File: src/hwm_pkg.sv
// package for the hardware monitor interrupt and temperature readout block
// assumes a byte-wide register port and one 100 MHz clock
package hwm_pkg;
    localparam int unsigned ADDR_W = 8;
    localparam int unsigned DATA_W = 8;

    // register offsets
    localparam logic [7:0] REG_REMOTE1_READ  = 8'h25;
    localparam logic [7:0] REG_INTERNAL_READ = 8'h26;
    localparam logic [7:0] REG_REMOTE2_READ  = 8'h27;
    localparam logic [7:0] REG_READY_LOCK    = 8'h40;
    localparam logic [7:0] REG_LIMIT_STS1    = 8'h41;
    localparam logic [7:0] REG_FAULT_STS2    = 8'h42;
    localparam logic [7:0] REG_INT_LOW_LIM   = 8'h50;
    localparam logic [7:0] REG_INT_HIGH_LIM  = 8'h51;
    localparam logic [7:0] REG_REM1_LOW_LIM  = 8'h52;
    localparam logic [7:0] REG_REM1_HIGH_LIM = 8'h53;
    localparam logic [7:0] REG_REM2_LOW_LIM  = 8'h54;
    localparam logic [7:0] REG_REM2_HIGH_LIM = 8'h55;
    localparam logic [7:0] REG_SPECIAL_FUNC  = 8'h7c;
    localparam logic [7:0] REG_IRQ_EN_INDIV  = 8'h7e;
    localparam logic [7:0] REG_FAN_IRQ_EN    = 8'h80;
    localparam logic [7:0] REG_TEMP_IRQ_EN   = 8'h82;
    localparam logic [7:0] REG_HOST_ROUTE    = 8'h84;
    localparam logic [7:0] REG_HOST_STATUS   = 8'h85;

    // field positions
    localparam int unsigned BIT_START     = 0;
    localparam int unsigned BIT_LOCK      = 1;
    localparam int unsigned BIT_GROUP_EN  = 0;
    localparam int unsigned BIT_PIN_EN    = 2;
    localparam int unsigned BIT_REM1      = 0;
    localparam int unsigned BIT_INTERNAL  = 1;
    localparam int unsigned BIT_REM2      = 2;
    localparam int unsigned BIT_WAKE_EN   = 0;
    localparam int unsigned BIT_MGMT_EN   = 1;
    localparam int unsigned BIT_MGMT_IRQ2 = 2;
    localparam int unsigned BIT_SERIRQ_EN = 3;
    localparam int unsigned IRQ_SEL_LSB   = 4;
    localparam int unsigned IRQ_SEL_W     = 4;
    localparam int unsigned NUM_FANS      = 3;

    // reset values and codes
    localparam logic [7:0] RST_ZERO      = 8'h00;
    localparam logic [7:0] RST_HIGH_LIM  = 8'h7f;
    localparam logic [7:0] RST_LOW_LIM   = 8'h81;
    localparam logic [7:0] SENSOR_ERROR  = 8'h80;
    localparam logic [7:0] RST_FAN_ERR   = 8'h00;

    typedef struct packed {
        logic             wr;
        logic             rd;
        logic [ADDR_W-1:0] addr;
        logic [DATA_W-1:0] wdata;
    } hwm_bus_type;

    // one conversion result from the analog front end
    typedef struct packed {
        logic       valid;
        logic [1:0] channel;
        logic       fault;
        logic [7:0] value;
    } hwm_conv_type;

    localparam logic [1:0] CH_REMOTE1  = 2'h0;
    localparam logic [1:0] CH_INTERNAL = 2'h1;
    localparam logic [1:0] CH_REMOTE2  = 2'h2;

    typedef enum logic [0:0] {
        MODE_SLEEP,
        MODE_MONITOR
    } hwm_mode_type;
endpackage : hwm_pkg

File: src/hwm_irq_temp.sv
// hardware monitor interrupt routing, sleep control and temperature readout
// assumes conversions arrive as one-cycle results; host paths are level outputs
//
// Contract
// temperature events reach any output only with temperature group enable set
// fan tach events reach outputs only with fan group enable set
// interrupt pin driven active only with global pin enable set
// pin tristated while global pin enable is clear
// limit violation drives pin low while matching enabled status bit stays set
// diode fault loads error code, which then trips the limit error bit
// pin low while any enabled status bit is set; diode fault bits 0 and 2 of status two do not drive it
// status read attempts clearing; bits with active cause stay set
// software clears pin enable around status reads, then rewrites it
// pin never active outside monitoring mode
// wake thermal status sets on group-enabled events, ignoring pin enable
// management thermal status sets on group-enabled events, ignoring pin enable
// management interrupt onto serial irq slot two only when enabled
// monitor interrupt sent on selected serial irq frame, ignoring pin enable
// start bit zero is sleep, one is full monitoring
// sleep stops conversions; registers stay accessible
// sleep holds all fan pwm outputs high
// start bit writes ignored while lock bit set
// internal reading stored; outside its limits sets internal error bit
// remote readings stored; limit violation sets remote error bit
// diode fault sets fault bit and forces reading to error code
// readings are 8-bit two's complement, 80h reserved for sensor error
// status bit clears on write-one only when cause has gone
// status bit never sets while its individual enable is clear
// status registers reset to zero
// combined event is or of status bits with group enable set; code leaves out diode fault bits 0 and 2 of status two
`timescale 1ns/10ps
`default_nettype none
module hwm_irq_temp #(
    parameter int unsigned NUM_FAN = hwm_pkg::NUM_FANS
) (
    input  wire logic                     clk,
    input  wire logic                     rst,
    input  wire hwm_pkg::hwm_bus_type     bus,
    output var  logic [hwm_pkg::DATA_W-1:0] rdata,
    input  wire hwm_pkg::hwm_conv_type    conv,
    input  wire logic [NUM_FAN-1:0]       fanTachError,
    output var  logic                     convEnable,
    output var  logic [NUM_FAN-1:0]       pwmForceHigh,
    output var  logic                     monitorIrqN,
    output var  logic                     monitorIrqOe,
    output var  logic                     wakeThermalSts,
    output var  logic                     mgmtThermalSts,
    output var  logic                     mgmtSerirqSlot2,
    output var  logic                     serirqReq,
    output var  logic [hwm_pkg::IRQ_SEL_W-1:0] serirqFrame
);
    import hwm_pkg::*;

    typedef struct packed {
        logic [7:0]         rem1Read;
        logic [7:0]         intRead;
        logic [7:0]         rem2Read;
        logic               start;
        logic               lock;
        logic [7:0]         sts1;
        logic [7:0]         sts2;
        logic [7:0]         intLow;
        logic [7:0]         intHigh;
        logic [7:0]         rem1Low;
        logic [7:0]         rem1High;
        logic [7:0]         rem2Low;
        logic [7:0]         rem2High;
        logic [7:0]         specialFunc;
        logic [7:0]         indivEn;
        logic [7:0]         fanEn;
        logic [7:0]         tempEn;
        logic [7:0]         hostRoute;
        logic               wakeSts;
        logic               mgmtSts;
        logic [7:0]         rdata;
        logic               irqN;
        logic               irqOe;
        logic               mgmtSlot2;
        logic               serReq;
        logic [NUM_FAN-1:0] pwmHigh;
        logic               convEn;
    } hwm_state_type;

    hwm_state_type state_ff;
    hwm_state_type nxt_state;

    // live causes, used to hold status bits against clears
    logic [7:0] tempCause;
    logic [7:0] faultCause;
    logic [7:0] fanCause;
    logic       tempGroup;
    logic       fanGroup;
    logic       monEvent;
    logic       pinEvent;
    logic       monitoring;
    logic       clearSts1;
    logic       clearSts2;

    // signed compare: violation when at or beyond either limit
    function automatic logic out_of_range(
        input logic [7:0] value,
        input logic [7:0] low,
        input logic [7:0] high
    );
        return ($signed(value) <= $signed(low)) || ($signed(value) >= $signed(high));
    endfunction : out_of_range

    always_comb begin
        monitoring = state_ff.start;
        tempGroup  = state_ff.tempEn[BIT_GROUP_EN];
        fanGroup   = state_ff.fanEn[BIT_GROUP_EN];
        tempCause  = RST_ZERO;
        faultCause = RST_ZERO;
        fanCause   = RST_FAN_ERR;
        tempCause[BIT_REM1] = out_of_range(state_ff.rem1Read, state_ff.rem1Low,
                                           state_ff.rem1High);
        tempCause[BIT_INTERNAL] = out_of_range(state_ff.intRead, state_ff.intLow,
                                               state_ff.intHigh);
        tempCause[BIT_REM2] = out_of_range(state_ff.rem2Read, state_ff.rem2Low,
                                           state_ff.rem2High);
        // fault cause persists as long as the reading holds the error code
        faultCause[BIT_REM1] = state_ff.rem1Read == SENSOR_ERROR;
        faultCause[BIT_REM2] = state_ff.rem2Read == SENSOR_ERROR;
        fanCause[NUM_FAN-1:0] = fanTachError & state_ff.fanEn[NUM_FAN:1];
        // tach errors sit in bits above the diode fault bits of status two
        monEvent = (tempGroup && (state_ff.sts1 != RST_ZERO))
                 || (fanGroup && (state_ff.sts2[NUM_FAN+2:3] != '0));
        pinEvent = monEvent && monitoring;
        clearSts1 = 1'b0;
        clearSts2 = 1'b0;
        if (bus.rd && bus.addr == REG_LIMIT_STS1) begin
            clearSts1 = 1'b1;
        end
        if (bus.rd && bus.addr == REG_FAULT_STS2) begin
            clearSts2 = 1'b1;
        end
    end

    always_comb begin
        nxt_state = state_ff;

        // register writes
        if (bus.wr) begin
            case (bus.addr)
                REG_READY_LOCK: begin
                    if (!state_ff.lock) begin
                        nxt_state.start = bus.wdata[BIT_START];
                    end
                    // lock is sticky until reset
                    nxt_state.lock = state_ff.lock | bus.wdata[BIT_LOCK];
                end
                REG_LIMIT_STS1:    nxt_state.sts1 = state_ff.sts1 & ~(bus.wdata & ~tempCause);
                REG_FAULT_STS2:    nxt_state.sts2 = state_ff.sts2 &
                                       ~(bus.wdata & ~(faultCause | {fanCause[4:0], 3'h0}));
                REG_INT_LOW_LIM:   nxt_state.intLow = bus.wdata;
                REG_INT_HIGH_LIM:  nxt_state.intHigh = bus.wdata;
                REG_REM1_LOW_LIM:  nxt_state.rem1Low = bus.wdata;
                REG_REM1_HIGH_LIM: nxt_state.rem1High = bus.wdata;
                REG_REM2_LOW_LIM:  nxt_state.rem2Low = bus.wdata;
                REG_REM2_HIGH_LIM: nxt_state.rem2High = bus.wdata;
                REG_SPECIAL_FUNC:  nxt_state.specialFunc = bus.wdata;
                REG_IRQ_EN_INDIV:  nxt_state.indivEn = bus.wdata;
                REG_FAN_IRQ_EN:    nxt_state.fanEn = bus.wdata;
                REG_TEMP_IRQ_EN:   nxt_state.tempEn = bus.wdata;
                REG_HOST_ROUTE:    nxt_state.hostRoute = bus.wdata;
                REG_HOST_STATUS: begin
                    // write-one clears, but a live event wins
                    nxt_state.wakeSts = state_ff.wakeSts & ~bus.wdata[BIT_WAKE_EN];
                    nxt_state.mgmtSts = state_ff.mgmtSts & ~bus.wdata[BIT_MGMT_EN];
                end
                default: begin
                end
            endcase
        end

        // read-to-clear attempt; live causes keep bits
        if (clearSts1) begin
            nxt_state.sts1 = state_ff.sts1 & tempCause;
        end
        if (clearSts2) begin
            nxt_state.sts2 = state_ff.sts2 & (faultCause | {fanCause[4:0], 3'h0});
        end

        // conversion results only taken while monitoring
        if (conv.valid && monitoring) begin
            case (conv.channel)
                CH_REMOTE1: begin
                    nxt_state.rem1Read = conv.fault ? SENSOR_ERROR : conv.value;
                    if (conv.fault && state_ff.indivEn[BIT_REM1]) begin
                        nxt_state.sts2[BIT_REM1] = 1'b1;
                    end
                end
                CH_INTERNAL: nxt_state.intRead = conv.value;
                CH_REMOTE2: begin
                    nxt_state.rem2Read = conv.fault ? SENSOR_ERROR : conv.value;
                    if (conv.fault && state_ff.indivEn[BIT_REM2]) begin
                        nxt_state.sts2[BIT_REM2] = 1'b1;
                    end
                end
                default: begin
                end
            endcase
        end

        // status sets win over clears, only for individually enabled sources
        if (monitoring) begin
            nxt_state.sts1 = nxt_state.sts1 | (tempCause & state_ff.indivEn);
            nxt_state.sts2[NUM_FAN+2:3] = nxt_state.sts2[NUM_FAN+2:3] | fanCause[NUM_FAN-1:0];
        end

        // host-side event paths, unaffected by pin enable
        if (monEvent) begin
            nxt_state.wakeSts = 1'b1;
            nxt_state.mgmtSts = 1'b1;
        end
        nxt_state.mgmtSlot2 = state_ff.mgmtSts && state_ff.hostRoute[BIT_MGMT_EN]
                              && state_ff.hostRoute[BIT_MGMT_IRQ2];
        nxt_state.serReq = monEvent && state_ff.hostRoute[BIT_SERIRQ_EN];

        // interrupt pin: open drain, low only while enabled and monitoring
        nxt_state.irqOe = state_ff.specialFunc[BIT_PIN_EN] && pinEvent;
        nxt_state.irqN = !nxt_state.irqOe;

        nxt_state.convEn = monitoring;
        nxt_state.pwmHigh = monitoring ? '0 : '1;

        // read data, one cycle after the strobe
        nxt_state.rdata = RST_ZERO;
        if (bus.rd) begin
            case (bus.addr)
                REG_REMOTE1_READ:  nxt_state.rdata = state_ff.rem1Read;
                REG_INTERNAL_READ: nxt_state.rdata = state_ff.intRead;
                REG_REMOTE2_READ:  nxt_state.rdata = state_ff.rem2Read;
                REG_READY_LOCK: begin
                    nxt_state.rdata[BIT_START] = state_ff.start;
                    nxt_state.rdata[BIT_LOCK] = state_ff.lock;
                end
                REG_LIMIT_STS1:    nxt_state.rdata = state_ff.sts1;
                REG_FAULT_STS2:    nxt_state.rdata = state_ff.sts2;
                REG_INT_LOW_LIM:   nxt_state.rdata = state_ff.intLow;
                REG_INT_HIGH_LIM:  nxt_state.rdata = state_ff.intHigh;
                REG_REM1_LOW_LIM:  nxt_state.rdata = state_ff.rem1Low;
                REG_REM1_HIGH_LIM: nxt_state.rdata = state_ff.rem1High;
                REG_REM2_LOW_LIM:  nxt_state.rdata = state_ff.rem2Low;
                REG_REM2_HIGH_LIM: nxt_state.rdata = state_ff.rem2High;
                REG_SPECIAL_FUNC:  nxt_state.rdata = state_ff.specialFunc;
                REG_IRQ_EN_INDIV:  nxt_state.rdata = state_ff.indivEn;
                REG_FAN_IRQ_EN:    nxt_state.rdata = state_ff.fanEn;
                REG_TEMP_IRQ_EN:   nxt_state.rdata = state_ff.tempEn;
                REG_HOST_ROUTE:    nxt_state.rdata = state_ff.hostRoute;
                REG_HOST_STATUS: begin
                    nxt_state.rdata[BIT_WAKE_EN] = state_ff.wakeSts;
                    nxt_state.rdata[BIT_MGMT_EN] = state_ff.mgmtSts;
                end
                default: nxt_state.rdata = RST_ZERO;
            endcase
        end
    end

    always_ff @(posedge clk) begin
        if (rst) begin
            state_ff <= '0;
            state_ff.intLow <= RST_LOW_LIM;
            state_ff.intHigh <= RST_HIGH_LIM;
            state_ff.rem1Low <= RST_LOW_LIM;
            state_ff.rem1High <= RST_HIGH_LIM;
            state_ff.rem2Low <= RST_LOW_LIM;
            state_ff.rem2High <= RST_HIGH_LIM;
            state_ff.irqN <= 1'b1;
            state_ff.pwmHigh <= '1;
        end else begin
            state_ff <= nxt_state;
        end
    end

    always_comb begin
        rdata           = state_ff.rdata;
        convEnable      = state_ff.convEn;
        pwmForceHigh    = state_ff.pwmHigh;
        monitorIrqN     = state_ff.irqN;
        monitorIrqOe    = state_ff.irqOe;
        wakeThermalSts  = state_ff.wakeSts;
        mgmtThermalSts  = state_ff.mgmtSts;
        mgmtSerirqSlot2 = state_ff.mgmtSlot2;
        serirqReq       = state_ff.serReq;
        serirqFrame     = state_ff.hostRoute[IRQ_SEL_LSB +: IRQ_SEL_W];
    end
endmodule : hwm_irq_temp
`default_nettype wire

File: config.mk
export PLATFORM = sky130hd
export DESIGN_NAME = hwm_irq_temp
export DESIGN_NICKNAME = d
export VERILOG_FILES = /design/src/hwm_pkg.sv /design/src/hwm_irq_temp.sv
export SDC_FILE = /design/constraint.sdc
export NUM_CORES = 1
export LEC_CHECK = 0
export ABC_AREA = 1
export BUFFER_PORTS_ARGS = -buffer_cell sky130_fd_sc_hd__buf_2
export CORE_MARGIN = 3
export CORE_UTILIZATION = 45
export CTS_CLUSTER_DIAMETER = 80
export CTS_CLUSTER_SIZE = 20
export DETAILED_ROUTE_END_ITERATION = 10
export MAX_ROUTING_LAYER = met4
export PLACE_DENSITY = 0.6
export RECOVER_POWER = 25
export SYNTH_ARGS = -nofsm -noshare
export SYNTH_HDL_FRONTEND = slang
export SYNTH_SLANG_ARGS = --single-unit
File: constraint.sdc
create_clock -name clk -period 1.74 [get_ports clk]
set_input_delay 0.087 -clock clk [delete_from_list [all_inputs] [get_ports clk]]
set_output_delay 0.087 -clock clk [all_outputs]
set_load 0.005 [all_outputs]
==> results_tabular.tex <==
\begin{tabular}{lr}
\hline
Metric & Value \\
\hline
\multicolumn{2}{l}{\textbf{CTS}} \\
Source-to-sink clock delay at the later pin of the worst-skew pair & about 0.43 ns \\
Level count of the clock H-tree & 4 \\
Number of clock sinks & $\sim$150 \\
Max Buffers Root-to-Sink & 2 \\
Clk slew on worst S/H paths & around 0.06 ns \\
Root Buffer Master & sky130\_fd\_sc\_hd\_\_clkbuf\_16 \\
TritonCTS clock tree & built \\
TritonCTS Buffers & 17 \\
\multicolumn{2}{l}{\textbf{Setup path}} \\
Crit path max fanout & 4 \\
Worst setup path endpoint & state\_ff[115] \\
Cell mode on critical path & sky130\_fd\_sc\_hd\_\_nand2\_1 \\
Startpoint types & flip-flop \\
Critical path cell sequence & ha\_1 > nand2\_1 > inv\_1 > nand2\_1 > nand2\_1 > nand2\_1 > nand2\_1 > a21oi\_1 > nand4\_1 > nand2\_1 > a21oi\_1 \\
Critical path origin & state\_ff[134] \\
Required @ worst endpoint & between 2 and 2.5 ns \\
Cell count of the worst reg-to-reg path & 11 \\
Slowest cell on the critical path & sky130\_fd\_sc\_hd\_\_dfxtp\_1 \\
Reg-to-reg critical path startpoint & state\_ff[134] \\
Crit path arrival time & 2.01 ns \\
Element type at the critical path end & flip-flop \\
Crit Path Class & flip-flop to flip-flop \\
Reg-to-reg slack, setup & 0.05 ns \\
Stage delay of the slowest cell on the critical path & around 0.5 ns \\
R2r endpoint & state\_ff[115] \\
\multicolumn{2}{l}{\textbf{Logic synthesis}} \\
Most area-consuming cells after synthesis & sky130\_fd\_sc\_hd\_\_dfxtp\_1 38\%, sky130\_fd\_sc\_hd\_\_ha\_1 7.7\%, sky130\_fd\_sc\_hd\_\_a21oi\_1 7.6\% \\
Top\_reg\_cell synth & sky130\_fd\_sc\_hd\_\_dfxtp\_1 \\
Syn Inst Count & 1075 \\
Number of distinct library cells after synthesis & 41 \\
Proportion of synthesized flip-flops having asynchronous set or reset & 0\% \\
Mapped cell area & 7780 sq um \\
Largest area contributor in the netlist & sky130\_fd\_sc\_hd\_\_dfxtp\_1 \\
Number of enable flip-flop cells after synthesis & 0 \\
Net count after synthesis & 1158 \\
Mean post-synth cell area & between 7 and 8 sq um \\
Sequential share of the synthesized area & 37.6\% \\
Area fraction of the dominant cell type after synthesis & between 30\% and 40\% \\
FF+latch count, synth & 146 \\
Warning count from the yosys run & 0 \\
\multicolumn{2}{l}{\textbf{Detailed routing}} \\
Remaining antenna violation count & 0 \\
Total vias in the final route & 7562 \\
1st-iter DRT viols & 800 \\
Detailed-router iteration count before antenna repair & 7 \\
Residual DRC count & 0 \\
Vias per cell & 5.46 \\
Detail-routed net length per standard cell & around 20 microns \\
Total Wirelength & about 27000 microns \\
\multicolumn{2}{l}{\textbf{Layout}} \\
Antenna diode count & 0 \\
Total area of sequential cells & 2930 sq um \\
Area of the multi-input gates & around 3900 sq um \\
Commonest cells after routing, fill and taps aside & 154 x sky130\_fd\_sc\_hd\_\_nand2\_1, 152 x sky130\_fd\_sc\_hd\_\_inv\_1, 142 x sky130\_fd\_sc\_hd\_\_dfxtp\_1 \\
Area grow syn2layout & 16.8\% \\
Number of filler instances in the final layout & $\sim$1700 \\
Layout Nets & 1235 \\
Layout cell share with drive strength beyond 1 & between 10\% and 20\% \\
End-of-flow core utilization & 54.2\% \\
Most frequent standard cell in the layout excluding fill and tap cells & sky130\_fd\_sc\_hd\_\_nand2\_1 \\
\multicolumn{2}{l}{\textbf{Global routing}} \\
Number of global-route vias before repair & slightly below 7000 \\
GR Util All Layers & $\sim$30\% \\
Number of antenna violations at the first check in global routing & 0 \\
Pin count of the biggest net entering global routing & 46 \\
Overflow left after global routing & 0 \\
First-pass GRT wire length & 40000 microns \\
\multicolumn{2}{l}{\textbf{Power}} \\
Worst IR drop on VDD & around 0.70 mV \\
Post-layout total power & $\sim$7.6 mW \\
Total power per unit cell area & just over 800 nW/um\^{}2 \\
P\_leak & between 4 and 5 nW \\
\multicolumn{2}{l}{\textbf{Die}} \\
Chip height & 138 microns \\
Area of the core & between 15000 and 20000 sq um \\
DIE WIDTH & about 140 microns \\
Area of the die & between 15000 and 20000 sq um \\
Placement Rows & between 40 and 50 \\
Number of ports placed on the die boundary & 57 \\
Initial cell density of the core & a little under half \\
\multicolumn{2}{l}{\textbf{Timing}} \\
Post-layout min period & approximately 1.7 ns \\
Actual slew at the worst max-slew pin & 0.588 ns \\
Max transition margin & between 60\% and 70\% \\
Post-route fraction of the period consumed by the critical path & between 90 and 100\% \\
Highest achievable clock rate & approximately 600 MHz \\
Count of pins over their slew limit & 0 \\
RSZ-0062 raised after global routing & yes \\
Count of endpoints failing setup in the final report & 0 \\
Final count of hold timing violations & 0 \\
Post-route clock skew & about 0.0067 ns \\
\multicolumn{2}{l}{\textbf{Placed design}} \\
Routability cong. & 0.941 \\
Detail Placement HPWL & between 20000 and 25000 microns \\
\# port buffers & 56 \\
\multicolumn{2}{l}{\textbf{Run status}} \\
Run status & finished, final reports clean \\
\multicolumn{2}{l}{\textbf{Run}} \\
Reported max-cap violation count & 0 \\
\multicolumn{2}{l}{\textbf{Min path}} \\
Worst min-delay path class & input port to flip-flop \\
\hline
\end{tabular}
[routing by layer]
layer,track usage (%),part of all wire [%],wire length [microns]
met5,-,0,0
met4,9.87,2.7,743
met2,45.5,45,12100
met3,4.89,7.2,1960
met1,40.8,45,12300
[metrics by stage]
step	std cells	instance area [sq um]	worst slack, ns	TNS (ns)	hold WS (ns)
2_1_floorplan	1075	7780	0.266	0	0.213
3_3_place_gp	1341	8390	0.0623	0	0.367
3_5_place_dp	1341	8390	0.0591	0	0.378
4_1_cts	1384	9100	0.0479	0	0.0194
5_1_grt	1384	9090	-0.0139	-0.0139	0.0340
6_report	1384	9090	0.0488	0	0.0275
[logic make-up (layout without fill, tap and decap cells)]
group                      count (synthesis)  count (layout)  share of synthesized area [%]
and+or+nand+nor                          352             352                           20.8
AOI/OAI and AO/OA                        312             312                           22.1
buffers and inverters                    217             306                           11.8
DFF                                      146             146                           37.6
adders and majority gates                 48              48                           7.72
[area by class of cell]
| class | instances | share of cell area [%] |
|---|---|---|
| inverters | 167 | 6.95 |
| clock inverters | 9 | 1.43 |
| well taps | 220 | 3.03 |
| multi-input cells | 712 | 43.4 |
| flip-flops and latches | 146 | 32.2 |
| repair buffers | 108 | 7.93 |
| clock buffers | 22 | 5.11 |
[report_power, final]
| part | total [mW] | switching (mW) | internal (mW) |
|---|---|---|---|
| logic | 0.406 | 0.289 | 0.117 |
| registers | 3.35 | 0.00289 | 3.35 |
| clock network | 3.80 | 1.48 | 2.32 |
| total | 7.56 | 1.77 | 5.79 |
[worst max-delay path, delay by kind of cell (launching register included)]
kind                       cells  cell delay (ns)
DFF                            1             0.51
and+or+nand+nor                7             0.48
adders and majority gates      1             0.29
AOI/OAI and AO/OA              2             0.24
buffers and inverters          1             0.05
[cell usage after synthesis (3+ instances only)]
library cell	number
sky130_fd_sc_hd__inv_1	151
sky130_fd_sc_hd__nand2_1	151
sky130_fd_sc_hd__dfxtp_1	146
sky130_fd_sc_hd__a21oi_1	118
sky130_fd_sc_hd__o21ai_0	112
sky130_fd_sc_hd__nor2_1	103
sky130_fd_sc_hd__ha_1	48
sky130_fd_sc_hd__o22ai_1	38
sky130_fd_sc_hd__nand3_1	37
sky130_fd_sc_hd__buf_4	20
sky130_fd_sc_hd__clkbuf_1	19
sky130_fd_sc_hd__o211ai_1	17
sky130_fd_sc_hd__inv_2	13
sky130_fd_sc_hd__nand4_1	12
sky130_fd_sc_hd__buf_2	9
sky130_fd_sc_hd__nand2_2	9
sky130_fd_sc_hd__nor2_2	9
sky130_fd_sc_hd__o21ai_1	9
sky130_fd_sc_hd__nor2_4	8
sky130_fd_sc_hd__nor3_1	7
sky130_fd_sc_hd__o221ai_1	6
sky130_fd_sc_hd__a311oi_1	3
sky130_fd_sc_hd__nand2_4	3
sky130_fd_sc_hd__nand3b_1	3
[flip-flops by register name, indices dropped and copies added (netlist names)]
name,cells
monitorIrqN,1
monitoring,1
monitorIrqOe,1
wakeThermalSts,1
fanGroup,1
rdata,8
serirqFrame,4
state_ff,124
mgmtThermalSts,1
pwmForceHigh,1
convEnable,1
serirqReq,1
mgmtSerirqSlot2,1
[how the worst min path moves through the flow]
stage,start,endpoint,cells after the start
4_1_cts,rst,state_ff[107],2
3_3_place_gp,conv[4],state_ff[136],3
5_1_grt,rst,state_ff[107],2
2_1_floorplan,bus[3],state_ff[61],2
3_5_place_dp,conv[4],state_ff[136],3
6_report,rst,state_ff[107],2
[what timing repair did]
item | CTS | global route
setup buffers | 0 | 0
gates resized for setup | 0 | 10
hold buffers | 12 | 0
setup endpoints to repair | 0 | 3
hold endpoints to repair | 22 | 0
Power figures use the tool's default switching activity.
